File: config.mk
export PLATFORM = sky130hd
export DESIGN_NAME = ipst_top
export DESIGN_NICKNAME = d
export VERILOG_FILES = /design/src/logic/ipst_pkg.sv /design/src/logic/ipst_trig_if.sv /design/src/logic/ipst_trig_gate.sv /design/src/logic/ipst_prio_arb.sv /design/src/logic/ipst_top.sv
export VERILOG_INCLUDE_DIRS = /design/src /design/src/logic
export SDC_FILE = /design/constraint.sdc
export NUM_CORES = 1
export LEC_CHECK = 0
export BUFFER_PORTS_ARGS = -buffer_cell sky130_fd_sc_hd__buf_2
export CAP_MARGIN = 40
export CELL_PAD_IN_SITES_DETAIL_PLACEMENT = 0
export CELL_PAD_IN_SITES_GLOBAL_PLACEMENT = 1
export CORE_MARGIN = 3
export CORE_UTILIZATION = 28
export CTS_CLUSTER_SIZE = 12
export DETAILED_ROUTE_END_ITERATION = 8
export PLACE_DENSITY = 0.86
export SYNTH_ARGS = -nofsm -noshare
export SYNTH_HDL_FRONTEND = slang
export SYNTH_SLANG_ARGS = --single-unit
File: constraint.sdc
create_clock -name I_CLK -period 2.1 [get_ports I_CLK]
set_input_delay 0.315 -clock I_CLK [delete_from_list [all_inputs] [get_ports I_CLK]]
set_output_delay 0.315 -clock I_CLK [all_outputs]
set_load 0.1 [all_outputs]
File: src/logic/ipst_cfg.svh
// Constants for the timer priority group and software trigger block.
// Assumes a 100 MHz core clock and a plain address/strobe register port.
// Contract
// - First timer priority at bits 7:5
// - Second timer priority at bits 15:13
// - Eight levels, level zero wins arbitration
// - Trigger write raises the numbered interrupt
// - Only peripheral interrupts, never system exceptions
// - Unprivileged trigger writes ignored by default
// - User pend permit lets unprivileged writes trigger
// - Trigger bits 31:9 written zero, read undefined
// - Trigger register only on main core
`ifndef IPST_CFG_SVH
`define IPST_CFG_SVH

// Register offsets on the local port
`define IPST_PRIO_OFS      8'h00
`define IPST_TRIG_OFS      8'h04
`define IPST_STAT_OFS      8'h08

// Priority register fields
`define IPST_P1_MSB        7
`define IPST_P1_LSB        5
`define IPST_P2_MSB        15
`define IPST_P2_LSB        13
`define IPST_PRIO_RST      3'h0

// Trigger register field
`define IPST_ID_MSB        8
`define IPST_ID_LSB        0

// Status register fields
`define IPST_ST_ID_MSB     8
`define IPST_ST_ID_LSB     0
`define IPST_ST_REFUSED    16
`define IPST_ST_WVALID     17
`define IPST_ST_WID        18

// Reset values and default peripheral line count
`define IPST_ID_RST        9'h000
`define IPST_NUM_IRQ_DEF   64

`endif

File: src/logic/ipst_pkg.sv
// Types shared by the priority/trigger block.
// Assumes the constants header is included by each user.
package ipst_pkg;
  typedef logic [8:0] ipst_id_t;    // Peripheral interrupt number
  typedef logic [2:0] ipst_prio_t;  // Zero is most urgent
  // Register select, one-hot
  typedef enum logic [3:0] {
    SEL_NONE = 4'b0001,
    SEL_PRIO = 4'b0010,
    SEL_TRIG = 4'b0100,
    SEL_STAT = 4'b1000
  } ipst_sel_e;
endpackage

File: src/logic/ipst_trig_if.sv
// Carrier between the register front end and the trigger gate.
// Assumes both ends run on the core clock.
`timescale 1ns/1ps
`default_nettype none
interface ipst_trig_if (
  input wire logic clk,  // Core clock
  input wire logic rst   // Synchronous reset
);
  import ipst_pkg::*;
  logic     wr;      // Trigger register written
  logic     priv;    // Access is privileged
  logic     permit;  // User pend permit from core config
  ipst_id_t id;      // Requested number
  logic     accept;  // Write raises the interrupt
  logic     refuse;  // Write dropped
  modport ctrl (input clk, input rst, output wr, output priv, output permit,
                output id, input accept, input refuse);
  modport gate (input clk, input rst, input wr, input priv, input permit,
                input id, output accept, output refuse);
endinterface
`default_nettype wire

File: src/logic/ipst_trig_gate.sv
// Privilege and range gate for software trigger writes.
// Assumes write, privilege and permit all arrive on the core clock.
`timescale 1ns/1ps
`default_nettype none
`include "ipst_cfg.svh"
module ipst_trig_gate #(
  parameter bit          MAIN_CORE = 1'b1,                // Register present
  parameter int unsigned NUM_IRQ   = `IPST_NUM_IRQ_DEF    // Peripheral lines
) (
  ipst_trig_if.gate t
);
  import ipst_pkg::*;
  logic allowed;  // Privilege check passed
  logic in_range; // Number names a peripheral line

  // Privileged always, unprivileged only with permit
  always_comb begin
    allowed  = t.priv || t.permit;
    in_range = 32'(t.id) < NUM_IRQ;
  end

  // Absent register on the small core never triggers
  assign t.accept = MAIN_CORE && t.wr && allowed && in_range;
  assign t.refuse = t.wr && !t.accept;
endmodule // ipst_trig_gate
`default_nettype wire

File: src/logic/ipst_prio_arb.sv
// Fixed-level arbiter over the timer interrupt lines.
// Assumes requests are already pending and enabled, same clock domain.
`timescale 1ns/1ps
`default_nettype none
module ipst_prio_arb #(
  parameter int N  = 2,                       // Number of lines
  parameter int IW = (N > 1) ? $clog2(N) : 1  // Winner index width
) (
  input  wire logic               i_req [N],  // Pending and enabled
  input  wire ipst_pkg::ipst_prio_t i_prio [N], // Level per line
  output logic                    o_valid,    // Some line requests
  output logic [IW-1:0]           o_id        // Winning line
);
  import ipst_pkg::*;
  ipst_prio_t best;  // Lowest level seen so far

  // Strictly lower level wins; on a tie the lower index keeps it
  always_comb begin
    best    = '1;
    o_valid = 1'b0;
    o_id    = '0;
    for (int i = 0; i < N; i++) begin
      if (i_req[i] && (!o_valid || i_prio[i] < best)) begin
        o_valid = 1'b1;
        best    = i_prio[i];
        o_id    = IW'(i);
      end
    end
  end
endmodule // ipst_prio_arb
`default_nettype wire

File: src/logic/ipst_top.sv
// Timer priority group register, software trigger register and status.
// Assumes pending/enable logic outside; all inputs on the core clock.
//
// Added by the designer: the placing of the registers and strobed register access.
`timescale 1ns/1ps
`default_nettype none
`include "ipst_cfg.svh"
module ipst_top #(
  parameter bit          MAIN_CORE = 1'b1,              // Trigger present
  parameter int unsigned NUM_IRQ   = `IPST_NUM_IRQ_DEF  // Peripheral lines
) (
  input  wire logic               I_CLK,               // Core clock
  input  wire logic               I_RST,               // Sync reset, high
  input  wire logic [7:0]         I_ADDR,              // Register offset
  input  wire logic [31:0]        I_WDATA,             // Write data
  input  wire logic               I_WR,                // Write strobe
  input  wire logic               I_RD,                // Read strobe
  input  wire logic               I_PRIV,              // Access privileged
  input  wire logic               I_USER_PEND_PERMIT,  // From core config
  input  wire logic [1:0]         I_TIMER_REQ,         // Pending and enabled
  output logic [31:0]             O_RDATA,             // Read data
  output logic                    O_SET_PEND,          // Set-pending pulse
  output ipst_pkg::ipst_id_t      O_SET_PEND_NUM,      // Number to pend
  output ipst_pkg::ipst_prio_t    O_FIRST_TIMER_PRIO,  // First timer level
  output ipst_pkg::ipst_prio_t    O_SECOND_TIMER_PRIO, // Second timer level
  output logic                    O_WIN_VALID,         // A timer wins
  output logic                    O_WIN_ID             // Which timer wins
);
  import ipst_pkg::*;

  // Register state and next values
  ipst_prio_t p1_r, p1_nxt;          // First timer level
  ipst_prio_t p2_r, p2_nxt;          // Second timer level
  logic       pend_r, pend_nxt;      // Set-pending strobe
  ipst_id_t   num_r, num_nxt;        // Last accepted number
  logic       refused_r, refused_nxt; // Last trigger write dropped
  logic       wvalid_r, wvalid_nxt;  // Registered arbiter result
  logic       wid_r, wid_nxt;        // Registered winner
  logic [31:0] rdata_r, rdata_nxt;   // Read data, one cycle late

  // Decode and helper nets
  ipst_sel_e  sel;                   // Addressed register
  logic       arb_valid;             // Arbiter has a winner
  logic [0:0] arb_id;                // Arbiter winner index
  logic       req_a [2];             // Requests as array
  ipst_prio_t prio_a [2];            // Levels as array

  ipst_trig_if trig_if (
    .clk (I_CLK),
    .rst (I_RST)
  );

  // Address decode; small core has no trigger register
  always_comb begin
    case (I_ADDR)
      `IPST_PRIO_OFS: sel = SEL_PRIO;
      `IPST_TRIG_OFS: sel = MAIN_CORE ? SEL_TRIG : SEL_NONE;
      `IPST_STAT_OFS: sel = SEL_STAT;
      default:        sel = SEL_NONE;
    endcase
  end

  // Trigger write path; upper bits ignored, software keeps them zero
  assign trig_if.wr     = I_WR && (sel == SEL_TRIG);
  assign trig_if.priv   = I_PRIV;
  assign trig_if.permit = I_USER_PEND_PERMIT;
  assign trig_if.id     = I_WDATA[`IPST_ID_MSB:`IPST_ID_LSB];

  ipst_trig_gate #(
    .MAIN_CORE (MAIN_CORE),
    .NUM_IRQ   (NUM_IRQ)
  ) u_gate (
    .t (trig_if.gate)
  );

  // Arbiter inputs, first timer on index zero
  always_comb begin
    req_a[0]  = I_TIMER_REQ[0];
    req_a[1]  = I_TIMER_REQ[1];
    prio_a[0] = p1_r;
    prio_a[1] = p2_r;
  end

  ipst_prio_arb #(
    .N  (2),
    .IW (1)
  ) u_arb (
    .i_req   (req_a),
    .i_prio  (prio_a),
    .o_valid (arb_valid),
    .o_id    (arb_id)
  );

  // Next state of every register of the block
  always_comb begin
    p1_nxt      = p1_r;
    p2_nxt      = p2_r;
    rdata_nxt   = 32'h0000_0000;
    // Priority fields; other bits not stored and read zero
    if (I_WR && sel == SEL_PRIO) begin
      p1_nxt = I_WDATA[`IPST_P1_MSB:`IPST_P1_LSB];
      p2_nxt = I_WDATA[`IPST_P2_MSB:`IPST_P2_LSB];
    end
    // Accepted write pends the line like a set-pending write
    pend_nxt    = trig_if.accept;
    num_nxt     = trig_if.accept ? trig_if.id : num_r;
    // Hardware-only flag: last trigger verdict
    if (trig_if.refuse) begin
      refused_nxt = 1'b1;
    end else if (trig_if.accept) begin
      refused_nxt = 1'b0;
    end else begin
      refused_nxt = refused_r;
    end
    // Winner registered so outputs come from flops
    wvalid_nxt  = arb_valid;
    wid_nxt     = arb_id[0];
    // Read mux; data stands only in the cycle after the strobe
    if (I_RD) begin
      case (sel)
        SEL_PRIO: begin
          rdata_nxt[`IPST_P1_MSB:`IPST_P1_LSB] = p1_r;
          rdata_nxt[`IPST_P2_MSB:`IPST_P2_LSB] = p2_r;
        end
        SEL_STAT: begin
          rdata_nxt[`IPST_ST_ID_MSB:`IPST_ST_ID_LSB] = num_r;
          rdata_nxt[`IPST_ST_REFUSED]                = refused_r;
          rdata_nxt[`IPST_ST_WVALID]                 = wvalid_r;
          rdata_nxt[`IPST_ST_WID]                    = wid_r;
        end
        SEL_TRIG: rdata_nxt = 32'h0000_0000;
        SEL_NONE: rdata_nxt = 32'h0000_0000;
        default:  rdata_nxt = 32'h0000_0000;
      endcase
    end
  end

  // Register everything; reset values are constants
  always_ff @(posedge I_CLK) begin
    if (I_RST) begin
      p1_r      <= `IPST_PRIO_RST;
      p2_r      <= `IPST_PRIO_RST;
      pend_r    <= 1'b0;
      num_r     <= `IPST_ID_RST;
      refused_r <= 1'b0;
      wvalid_r  <= 1'b0;
      wid_r     <= 1'b0;
      rdata_r   <= 32'h0000_0000;
    end else begin
      p1_r      <= p1_nxt;
      p2_r      <= p2_nxt;
      pend_r    <= pend_nxt;
      num_r     <= num_nxt;
      refused_r <= refused_nxt;
      wvalid_r  <= wvalid_nxt;
      wid_r     <= wid_nxt;
      rdata_r   <= rdata_nxt;
    end
  end

  // Outputs straight from flops
  assign O_RDATA             = rdata_r;
  assign O_SET_PEND          = pend_r;
  assign O_SET_PEND_NUM      = num_r;
  assign O_FIRST_TIMER_PRIO  = p1_r;
  assign O_SECOND_TIMER_PRIO = p2_r;
  assign O_WIN_VALID         = wvalid_r;
  assign O_WIN_ID            = wid_r;
endmodule // ipst_top
`default_nettype wire

### Yosys cells after proc, flatten, opt, wreduce, memory -nomap -nowiden

Index checks and enable logic that the tools add are counted.

| cells by class | value |
|---|---|
| bitwise gates (word level) | 3 |
| mux-type cells | 8 |
| order comparisons | 2 |
| reductions and logical operators | 15 |
| equal/unequal tests | 5 |

Operators by type and width:

| cell | count |
|---|---|
| case mux 4 bit (3 select lines) | 1 |
| less-than comparator 9 x 7 -> 1 bit, second input constant | 1 |
| == test 8 x 3 -> 1 bit, second input constant | 1 |
| == test 8 x 4 -> 1 bit, second input constant | 1 |
| logical NOT 8 bit | 1 |
| logical AND 1 bit | 6 |
| case mux 3 bit (2 select lines) | 1 |
| OR reduction 3 bit | 2 |
| 2-to-1 mux 1 bit | 5 |
| == test 4 x 2 -> 1 bit, second input constant | 1 |
| == test 4 x 3 -> 1 bit, second input constant | 1 |
| == test 4 bit, second input constant | 1 |
| less-than comparator 3 bit | 1 |
| 2-to-1 mux 3 bit | 1 |
| NOT 1 bit | 3 |
| logical NOT 1 bit | 2 |
| logical OR 1 bit | 2 |
| nonzero test 2 bit | 1 |
| OR reduction 2 bit | 1 |

| storage, ports and cells | value |
|---|---|
| flip-flop bits (word level) | 51 |
| input port bits | 48 |

### Depth between registers and ports, before layout

Gate-level depths: netlist (run 1).

| logic depth | value |
|---|---|
| depth in word-level cells | 9 |
| depth in mapped cells | 6 |
| gate-level depth less buffers | 6 |

### Modules after synthesis

A second synthesis (run 1) with hierarchy kept.

| unflattened totals | value |
|---|---|
| cells, all modules | 145 |
| area total of the unflattened synthesis | 1,442.6 µm² |

By module, submodules not included:

| module | times used | area an instance (µm²) | sequential area each (µm²) | cells an instance |
|---|---|---|---|---|
| ipst_top | 1 | 1,328.8 | 680.7 | 129 |
| ipst_prio_arb | 1 | 82.6 | 0.0 | 12 |
| ipst_trig_gate | 1 | 31.3 | 0.0 | 4 |

### Worst setup path after synthesis (run 1)

OpenSTA, ideal clock, no wires.

| timing path | value |
|---|---|
| path type | flip-flop to flip-flop |
| start | reg p1_r[1], in the netlist O_FIRST_TIMER_PRIO[1] |
| end | reg wid_r, in the netlist O_WIN_ID |
| path slack | 0.267 ns |
| required time | 2.042 ns |
| cell stages (with the launch flop) | 6 |
| arrival | 1.775 ns |
| cells stage by stage | dfxtp_1 nor2_1 ha_1 a21o_1 a21oi_1 o211a_1 |

| on the way | value |
|---|---|
| longest elaborated chain between the ends | 5 |

Ends and longest elaborated chain:

| item | line | source |
|---|---|---|
| start: declaration | ipst_top.sv:32 | `ipst_prio_t p1_r, p1_nxt;` |
| start signal: assignment | ipst_top.sv:141 | `` p1_r <= `IPST_PRIO_RST; `` |
| start signal: assignment | ipst_top.sv:150 | `p1_r <= p1_nxt;` |
| 2-to-1 mux 3 bit | ipst_prio_arb.sv:23 | `if (i_req[i] && (!o_valid \|\| i_prio[i] < best)) begin` |
| less-than comparator 3 bit | ipst_prio_arb.sv:23 |  |
| logical OR 1 bit | ipst_prio_arb.sv:23 |  |
| logical AND 1 bit | ipst_prio_arb.sv:23 |  |
| 2-to-1 mux 1 bit | ipst_prio_arb.sv:23 |  |
| end signal: assignment | ipst_top.sv:156 | `wid_r <= wid_nxt;` |
| end: declaration | ipst_top.sv:38 | `logic wid_r, wid_nxt;` |

No other way between the ends.
A chain may end at the register's enable or synchronous reset.

### Final worst setup path (run 1)

| timing path | value |
|---|---|
| start | in I_ADDR[7] |
| end | reg num_r[0], in the netlist O_SET_PEND_NUM[0] |

| on the way | value |
|---|---|
| longest elaborated chain between the ends | 6 |
| elaborated cells on any way between the ends | 8 |
| classes of those cells | eq/ne (3); mux (1); reduce/logical (4) |

Ends and longest elaborated chain:

| item | line | source |
|---|---|---|
| start: declaration | ipst_top.sv:14 | `input wire logic [7:0] I_ADDR,` |
| == test 8 x 4 -> 1 bit, or another cell as far along | ipst_top.sv:55 | `case (I_ADDR)` |
| case mux 4 bit (3 select lines) (*) | ipst_top.sv:55 |  |
| == test 4 x 3 -> 1 bit (*) | ipst_top.sv:64 | `assign trig_if.wr = I_WR && (sel == SEL_TRIG);` |
| logical AND 1 bit (*) | ipst_top.sv:64 |  |
| logical AND 1 bit (*) (2 in a row) | ipst_trig_gate.sv:23 | `assign t.accept = MAIN_CORE && t.wr && allowed && in_range;` |
| end signal: assignment | ipst_top.sv:144 | `` num_r <= `IPST_ID_RST; `` |
| end signal: assignment | ipst_top.sv:153 | `num_r <= num_nxt;` |
| end: declaration | ipst_top.sv:35 | `ipst_id_t num_r, num_nxt;` |

Mark *: on every way between the ends. The rest lies on a longest branch, timed or not.

==> run_results.csv, run 1 <==
group,metric,value,unit
outcome,status,"finished, final reports clean",
synthesis,yosys-top-cells-area,"dfxtp_1, buf_4, and2_1",
detailed_routing,postRouteAntennaNets,0,
sta,fin_skew,5.212,ps
pwr,p_leak,0.8811,nW
worst_setup_path,r2r_cells,5,
place,dp_slack,211.5,ps
sta,fmax,0.6379,GHz
worst_setup_path,crit_cells,5,
sta,rsz0062_at_grt,"no",
job,drv_cap,0,
detailed_routing,routed_wl,2891,um
sta,hold_slack,231.1,ps
synthesis,yosysUniqueCellTypes,27,
worst_setup_path,crit_required,2280,ps
pwr,vdd_drop_max,0.3083,mV
final_layout,final_cell_count_no_fill,236,
final_layout,areaGrowthSynthToFinish,29.52,%
synthesis,synth_seq_cells,34,
worst_setup_path,cp.arrival,1750,ps
worst_setup_path,crit_family,"simple AND/OR/NAND/NOR gates",
floorplan,start_util,29.76,%
worst_setup_path,crit_path_max_incr_delay,610,ps
synthesis,synthCells,119,
clocking,cts_root_buffer,"clkbuf_8",
floorplan,fp.dieH,74.73,um
pwr,total_power,1.438,mW
worst_setup_path,crit_type,"input port to flip-flop",
place,placed_area,0.001604,mm2
worst_setup_path,worst_path_max_delay_cell,"or4_4",
global_routing,grt_pass1_wl,4319,um
sta,period_minus_slack,1568,ps
synthesis,synth_warnings,0,
final_layout,num_antenna_cells,0,
sta,hold_viol_final,0,
clocking,htreeDepth,2,
sta,setup_slack,532.4,ps
hold_path,hold_class,"input port to flip-flop",
clocking,ctsResizeCount,0,
floorplan,core_area,0.004444,mm2
detailed_routing,drt_iter0_markers,19,
sta,setup_tns,0,ps
hold_path,min_path_cells,2,
sta,fin_crit_sh,74.65,%
clocking,cts_setup_buffers,0,
final_layout,drive_gt1_share,41.30,%
sta,setup_viol,0,
detailed_routing,via_per_inst,4.233,
worst_setup_path,cp_max_fo,9,
synthesis,synth_top_area_share,51.47,%
detailed_routing,vias,999,
synthesis,synth.avg_cell_area,11.11,um2
final_layout,final_nets,233,
final_layout,fin_area,0.001713,mm2
floorplan,pin_count,98,
clocking,clkSinkCount,34,
worst_setup_path,crit_chain,"buf_2, or4_4, nor4_4, nor2_2, a22o_1",
clocking,numCtsBuffers,5,
detailed_routing,firstDrtPassIters,4,
clocking,cts_tree,"built",
clocking,clock_path_buffers,2,
worst_setup_path,cp-end-kind,"flip-flop",
synthesis,yosysSeqAreaShare,51.47,%
place,dp_hpwl,2231,um
floorplan,num_rows,24,
synthesis,yosysTopAreaCell,"dfxtp_1",
worst_setup_path,critPathLaunchType,"input port",
global_routing,grt.overflow.total,0,
clocking,clk_latency,290,ps
place,place_inst,228,
floorplan,dieArea,0.005584,mm2
worst_setup_path,cp_num_buf_inv,1,
clocking,ctsHoldBuffers,0,
detailed_routing,avgRoutedWirePerCell,12.25,um
place,gp_congestion,0.7157,
place,io_buffers,60,
floorplan,die_w,74.73,um
sta,slew_viol_final,0,
global_routing,grtUsageTotal,10.90,%
final_layout,final_util,38.54,%
global_routing,grt_pass1_vias,916,
synthesis,syn-cell-area,0.001323,mm2
pwr,p_per_area,839.7,mW/mm2
global_routing,antenna_found_initial,0,
global_routing,grt_max_degree,13,
clocking,path_clk_slew,70,ps
detailed_routing,drc,0,
-- cell usage in the layout, fill, tap and decap left out, types with 2 or more instances in the layout --
master,Yosys,final
conb_1,1,17
nor4_4,2,2
clkinv_2,0,2
dfxtp_1,34,34
mux2i_1,6,6
inv_1,2,2
nor2_1,12,12
and2_1,15,15
clkbuf_8,0,5
buf_2,1,60
a22o_1,9,9
ha_1,2,2
a21oi_1,2,2
-- worst paths after layout --
| kind | startpoint | slack, ps | to |
|---|---|---|---|
| setup / recovery | I_ADDR[7] | 530 | O_SET_PEND_NUM[0] |
| hold / removal | I_WDATA[2] | 230 | O_SET_PEND_NUM[2] |
| setup reg to reg | O_FIRST_TIMER_PRIO[1] | 870 | O_WIN_ID |
| hold reg to reg | O_WIN_VALID | 460 | O_RDATA[17] |
-- power by group --
| group | switching (mW) | leakage, nW | internal [mW] |
|---|---|---|---|
| Sequential | 0.00105 | 0.274 | 0.647 |
| Combinational | 0.179 | 0.549 | 0.0273 |
| Clock | 0.235 | 0.0579 | 0.349 |
-- cells by family after synthesis --
group                    share of synthesized area [%]
AND/OR/NAND/NOR                                  20.81
adder cells (fa/ha/maj)                          1.892
buffers and inverters                            12.01
AO/OA/AOI/OAI                                    8.988
multiplexers                                     4.541
flip-flops                                       51.47
other                                           0.2835
-- synthesized netlist by cell type --
library cell / instances
a22o_1: 9
nor3_2: 1
or4_4: 1
o211a_1: 1
nor2_1: 12
buf_4: 18
buf_2: 1
nor2_2: 1
a21o_1: 1
inv_1: 2
nand2b_1: 1
nor3_1: 1
or4b_4: 1
o21ai_1: 1
nor4_4: 2
mux2i_1: 6
o211ai_1: 1
and4_1: 1
nor3_4: 1
conb_1: 1
buf_6: 1
a21oi_1: 2
dfxtp_1: 34
or3_1: 1
ha_1: 2
and2_1: 15
and4b_1: 1
-- routing by layer --
metal	track usage, %	wire, um	vias up
met5	0	0	-
met4	8.893	91	0
met3	3.738	290	7
met2	16.78	1305	51
met1	12.13	1204	440
li1	-	-	501
-- registers in the layout, indices dropped and copies added, names as in the netlist --
name                 count
O_FIRST_TIMER_PRIO       3
O_RDATA                 15
O_SECOND_TIMER_PRIO      3
O_SET_PEND               1
O_SET_PEND_NUM           9
O_WIN_ID                 1
O_WIN_VALID              1
refused_r                1
-- cell type report --
| type | instances | area [um2] |
|---|---|---|
| fill | 463 | 2731 |
| clock inverter | 3 | 40.04 |
| clock buffer | 5 | 68.82 |
| tap | 52 | 65.06 |
| sequential | 34 | 680.7 |
| inverter | 2 | 7.507 |
| timing repair buffer | 61 | 307.8 |
| multi-input combinational | 79 | 543.0 |
Power figures use the tool's default switching activity.
==> inputs of run 2 (changes only) <==
Clock period 2.1 ns to 1.6 ns, I/O delays scaled along.
==> run 2 against run 1 <==
Clock skew is 1.6 ps lower; sequential power is 31% higher; global-route usage is 0.21 points lower; critical path depth stayed put; routed wire length is 1.3% lower; combinational power is 36% higher; die area stayed put; sequential cell count stayed put; largest power group unchanged; highest routed layer unchanged.
==> run_results.csv, run 2 (synthesis results as in run 1) <==
group,metric,value,unit
global_routing,grt_max_degree,11,
pwr,combPwrFrac,16.0,%
sta,setup_tns,0,ps
final_layout,final_nets,243,
worst_setup_path,cp-end-kind,"flip-flop",
clocking,ctsResizeCount,0,
hold_path,hold_class,"input port to flip-flop",
clocking,clkSinkCount,34,
detailed_routing,postRouteAntennaNets,0,
sta,rsz0062_at_grt,"no",
pwr,sw_frac_of_total,29.66,%
final_layout,nFillCells,471,
pwr,power_frac_seq,48.2,%
floorplan,num_rows,24,
pwr,p_switching,0.5233,mW
final_layout,areaGrowthSynthToFinish,35.48,%
floorplan,die_w,74.73,um
detailed_routing,wl_met1,1270,um
hold_path,hp-start,"I_WDATA[3]",
floorplan,core_area,0.004444,mm2
clocking,clk_latency,270,ps
sta,hold_viol_final,0,
pwr,clockPowerShare,35.8,%
detailed_routing,avgRoutedWirePerCell,11.60,um
worst_setup_path,worst_path_max_delay_cell,"or4_4",
worst_setup_path,crit_family,"simple AND/OR/NAND/NOR gates",
worst_setup_path,crit_path_max_incr_delay,600,ps
worst_setup_path,cp_num_buf_inv,1,
sta,fin_crit_sh,93.41,%
job,drv_cap,0,
detailed_routing,vias,1006,
pwr,p_per_area,984.8,mW/mm2
clocking,ctsHoldBuffers,0,
clocking,cts_setup_buffers,0,
pwr,p_leak,0.9266,nW
worst_setup_path,startpoint,"I_ADDR[7]",
global_routing,grt_pass1_vias,890,
sta,period_minus_slack,1495,ps
sta,slew_viol_final,0,
detailed_routing,via_per_inst,4.089,
detailed_routing,dr_wl_met2,1243,um
floorplan,fp.dieH,74.73,um
final_layout,largest_reg_flops,15,
global_routing,grtUsageTotal,10.68,%
floorplan,start_util,29.76,%
worst_setup_path,crit_type,"input port to flip-flop",
sta,fin_skew,3.576,ps
final_layout,final_cell_mix,"buf_2, dfxtp_1, conb_1",
clocking,numCtsBuffers,5,
global_routing,grt.overflow.total,0,
place,io_buffers,60,
outcome,status,"finished, final reports clean",
final_layout,final_common_cell,"buf_2",
worst_setup_path,crit_required,1760,ps
detailed_routing,top_layer,"met4",
place,dp_hpwl,2246,um
detailed_routing,drt_iter0_markers,23,
worst_setup_path,reg2reg_from,"O_FIRST_TIMER_PRIO[1]",
worst_setup_path,crit_chain,"buf_2, or4_4, nor4_4, nor2_4, a22o_1",
pwr,internal_power,1.241,mW
floorplan,pin_count,98,
sta,setup_viol,0,
detailed_routing,firstDrtPassIters,4,
final_layout,drive_gt1_share,45.36,%
clocking,clock_path_buffers,2,
global_routing,grt_pass1_wl,4388,um
pwr,total_power,1.764,mW
sta,fmax,0.6691,GHz
detailed_routing,drc,0,
worst_setup_path,cp_max_fo,9,
detailed_routing,routed_wl,2854,um
global_routing,antenna_found_initial,0,
place,gp_congestion,0.6960,
clocking,cts_tree,"built",
clocking,path_clk_slew,70,ps
final_layout,num_antenna_cells,0,
detailed_routing,wl_met3,316,um
clocking,htreeDepth,2,
worst_setup_path,cp.arrival,1660,ps
clocking,cts_root_buffer,"clkbuf_8",
pwr,vdd_drop_max,0.2688,mV
worst_setup_path,critPathLaunchType,"input port",
floorplan,dieArea,0.005584,mm2
[run 2: cell type report]
cell class	instances	area (um2)	area share, %
Clock buffer	7	86.33	4.818
Clock inverter	1	5.005	0.2793
Inverter	2	7.507	0.4190
Multi-Input combinational cell	79	548.0	30.59
Sequential cell	34	684.4	38.20
Tap cell	52	65.06	3.631
Timing Repair Buffer	71	395.4	22.07
[run 2: metal layers]
layer  GRT usage [%]  vias to the layer above
li1                -                      519
met1           14.12                      431
met2           15.32                       54
met3           4.272                        2
met4           4.743                        0
met5               0                        -
[run 2: metrics by stage]
step | utilization (%) | hold WS, ps | cell area (um2) | instances | setup WS (ps)
2_1_floorplan | - | 355.8 | 1391 | 135 | -34.32
3_3_place_gp | 38.26 | 450.3 | 1700 | 238 | -172.5
3_5_place_dp | 38.26 | 457.4 | 1700 | 238 | -182.7
4_1_cts | 40.32 | 161.2 | 1792 | 246 | 98.40
5_1_grt | 40.32 | 163.2 | 1792 | 246 | 31.25
6_report | 40.32 | 171.5 | 1792 | 246 | 105.5
[run 2: worst paths after layout]
kind	slack, ps	depth (start not counted)	end
worst min-delay path	170	2	O_SET_PEND_NUM[3]
worst min register to register	470	1	O_RDATA[17]
worst max register to register	410	5	O_WIN_ID
worst max-delay path	110	5	O_SET_PEND_NUM[4]
[run 2: worst register-to-register path: cells and delay by family (launching register included)]
family                     cells  cell delay [ps]
AOI/OAI and AO/OA              3              450
adders and majority gates      1              270
DFF                            1              360
and+or+nand+nor                1               50
[run 2: power groups by stage]
stage                     registers (mW)  logic [mW]  clock network [mW]
after global placement             0.870       0.281                   0
after global routing               0.851       0.295               0.683
final                              0.851       0.282               0.631
after CTS                          0.851       0.282               0.651
after detailed placement           0.871       0.282                   0
after floorplan                    0.894       0.235                   0
==> inputs of run 3 (changes only) <==
Settings changed: ABC_AREA set to 1, CORE_UTILIZATION 28 to 27, PLACE_DENSITY 0.86 to 0.84.
==> run 3 against run 2 <==
Synthesized cell count increased by 59%; first-iteration DRC count up 39%; combinational power is 7% higher; clock power is essentially flat; global-route usage decreased by 0.35 points; sequential power about the same; design area rose by 3.9%; sequential share of layout area fell by 1.4 points; critical path type is now flip-flop to output pin.
==> run_results.csv, run 3 <==
group,metric,value,unit
synthesis,synthCells,189,
clocking,clock_path_buffers,2,
worst_setup_path,crit_type,"flip-flop to output pin",
outcome,status,"finished, final reports clean",
job,drv_cap,0,
synthesis,synth_top_area_share,46.18,%
clocking,cts_tree,"built",
worst_setup_path,cp-end-kind,"output pin",
pwr,p_per_area,956.1,mW/mm2
clocking,path_clk_slew,70,ps
synthesis,synth-edff-count,0,
clocking,cts_setup_buffers,0,
final_layout,multi_input_area,580.6,um2
final_layout,final_cell_mix,"buf_2, nor2_1, dfxtp_1",
sta,setup_slack,250.6,ps
clocking,clkSinkCount,34,
global_routing,grtUsageTotal,10.34,%
detailed_routing,firstDrtPassIters,3,
final_layout,largest_reg_flops,15,
pwr,vdd_drop_max,0.2947,mV
worst_setup_path,cp_max_fo,4,
clocking,numCtsBuffers,5,
synthesis,yosys-top-cells-area,"dfxtp_1, buf_4, nor2_1",
detailed_routing,via_per_inst,3.913,
sta,hold_viol_final,0,
worst_setup_path,crit_required,1360,ps
final_layout,final_common_cell,"buf_2",
place,io_buffers,60,
global_routing,grt_pass1_wl,5071,um
floorplan,die_w,79.89,um
worst_setup_path,cp.arrival,1110,ps
hold_path,hold_class,"input port to flip-flop",
sta,setup_viol,0,
sta,rsz0062_at_grt,"no",
sta,slew_viol_final,0,
final_layout,num_antenna_cells,0,
detailed_routing,drt_iter0_markers,32,
clocking,htreeDepth,2,
worst_setup_path,crit_family,"buffers and inverters",
detailed_routing,vias,1260,
final_layout,final_nets,301,
sta,setup_tns,0,ps
place,dp_hpwl,2536,um
final_layout,drive_gt1_share,33.33,%
final_layout,seqCellArea,685.7,um2
synthesis,yosysSeqAreaShare,46.18,%
sta,fin_skew,5.391,ps
synthesis,yosysTopAreaCell,"dfxtp_1",
synthesis,syn-cell-area,0.001474,mm2
global_routing,grt_max_degree,17,
pwr,p_leak,0.9517,nW
final_layout,final_util,35.77,%
floorplan,pin_count,98,
clocking,ctsResizeCount,0,
clocking,cts_root_buffer,"clkbuf_8",
floorplan,core_area,0.005205,mm2
sta,period_minus_slack,1349,ps
synthesis,synth_ff_type,"dfxtp_1",
global_routing,grt.overflow.total,0,
global_routing,antenna_found_initial,0,
synthesis,yosysMostFrequentCell,"dfxtp_1",
worst_setup_path,worst_path_max_delay_cell,"buf_2",
detailed_routing,avgRoutedWirePerCell,9.876,um
floorplan,start_util,28.32,%
floorplan,num_rows,26,
synthesis,synth_seq_cells,34,
worst_setup_path,critPathLaunchType,"flip-flop",
clocking,clk_latency,280,ps
floorplan,dieArea,0.006382,mm2
synthesis,synth_warnings,0,
worst_setup_path,crit_path_max_incr_delay,450,ps
synthesis,yosysUniqueCellTypes,21,
sta,fin_crit_sh,84.34,%
floorplan,fp.dieH,79.89,um
worst_setup_path,cp_num_buf_inv,1,
detailed_routing,postRouteAntennaNets,0,
final_layout,areaGrowthSynthToFinish,26.32,%
sta,fmax,0.7411,GHz
synthesis,synth.avg_cell_area,7.798,um2
global_routing,grt_pass1_vias,1103,
synthesis,async_flop_share,0,%
detailed_routing,drc,0,
place,dp_slack,261.1,ps
final_layout,nFillCells,579,
worst_setup_path,crit_chain,"buf_2",
place,gp_congestion,0.7044,
synthesis,yosys-top-cells-count,"dfxtp_1, nor2_1, inv_1",
detailed_routing,routed_wl,3180,um
clocking,ctsHoldBuffers,0,
[run 3: changes by cell type in the layout (fill, tap and decap cells not counted), moves of 3 or more]
cell      change
mux2i_1       -6
nand3_1      +19
nor2_1       +19
nand3b_1      +5
a22o_1        -9
buf_4         -9
a21oi_1       +7
and2_1       -15
nand2_1      +22
o21ai_0       +3
inv_1        +26
nor2_2        +3
[run 3: routing by layer]
layer / wire length [um] / GRT usage [%]
met1: 1428 / 12.80
met5: 0 / 0
met4: 51 / 4.561
met3: 337 / 4.289
met2: 1363 / 15.56
[run 3: layout make-up]
| cell class | instances | area share [%] |
|---|---|---|
| clock inverter | 1 | 0.2688 |
| tap | 70 | 4.704 |
| timing repair buffer | 61 | 16.53 |
| clock buffer | 7 | 4.637 |
| multi-input combinational | 120 | 31.18 |
| sequential | 34 | 36.83 |
| inverter | 29 | 5.847 |
[run 3: power breakdown]
part / internal [mW] / total, mW / switching, mW
clock network: 0.346 / 0.628 / 0.281
logic: 0.0439 / 0.301 / 0.257
registers: 0.850 / 0.852 / 0.00179
total: 1.24 / 1.78 / 0.539
[run 3: final timing paths]
path	start	slack, ps	end	depth (start not counted)
worst max register to register	O_FIRST_TIMER_PRIO[2]	510	O_WIN_ID	5
worst min-delay path	I_TIMER_REQ[0]	160	O_WIN_ID	2
worst max-delay path	O_FIRST_TIMER_PRIO[0]	250	O_FIRST_TIMER_PRIO[0]	1
worst min register to register	O_WIN_ID	420	O_RDATA[18]	2
[run 3: cells by family (layout without fill, tap and decap cells)]
kind of cell / Yosys count / after routing / share of synthesized area, %
compound gates: 13 / 13 / 4.669
fa+ha+maj: 2 / 2 / 1.698
buf+inv: 51 / 98 / 18.51
flops: 34 / 34 / 46.18
other cells: 1 / 17 / 0.2544
simple gates: 88 / 88 / 28.69
[run 3: through the flow]
step | power [mW] | cells | instance area, um2 | hold WS (ps)
6_report | 1.780 | 322 | 1862 | 155.3
3_5_place_dp | 1.171 | 314 | 1770 | 412.8
5_1_grt | 1.855 | 322 | 1862 | 151.4
2_1_floorplan | 1.152 | 205 | 1539 | 312.4
3_3_place_gp | 1.171 | 314 | 1770 | 413.3
4_1_cts | 1.805 | 322 | 1862 | 142.7
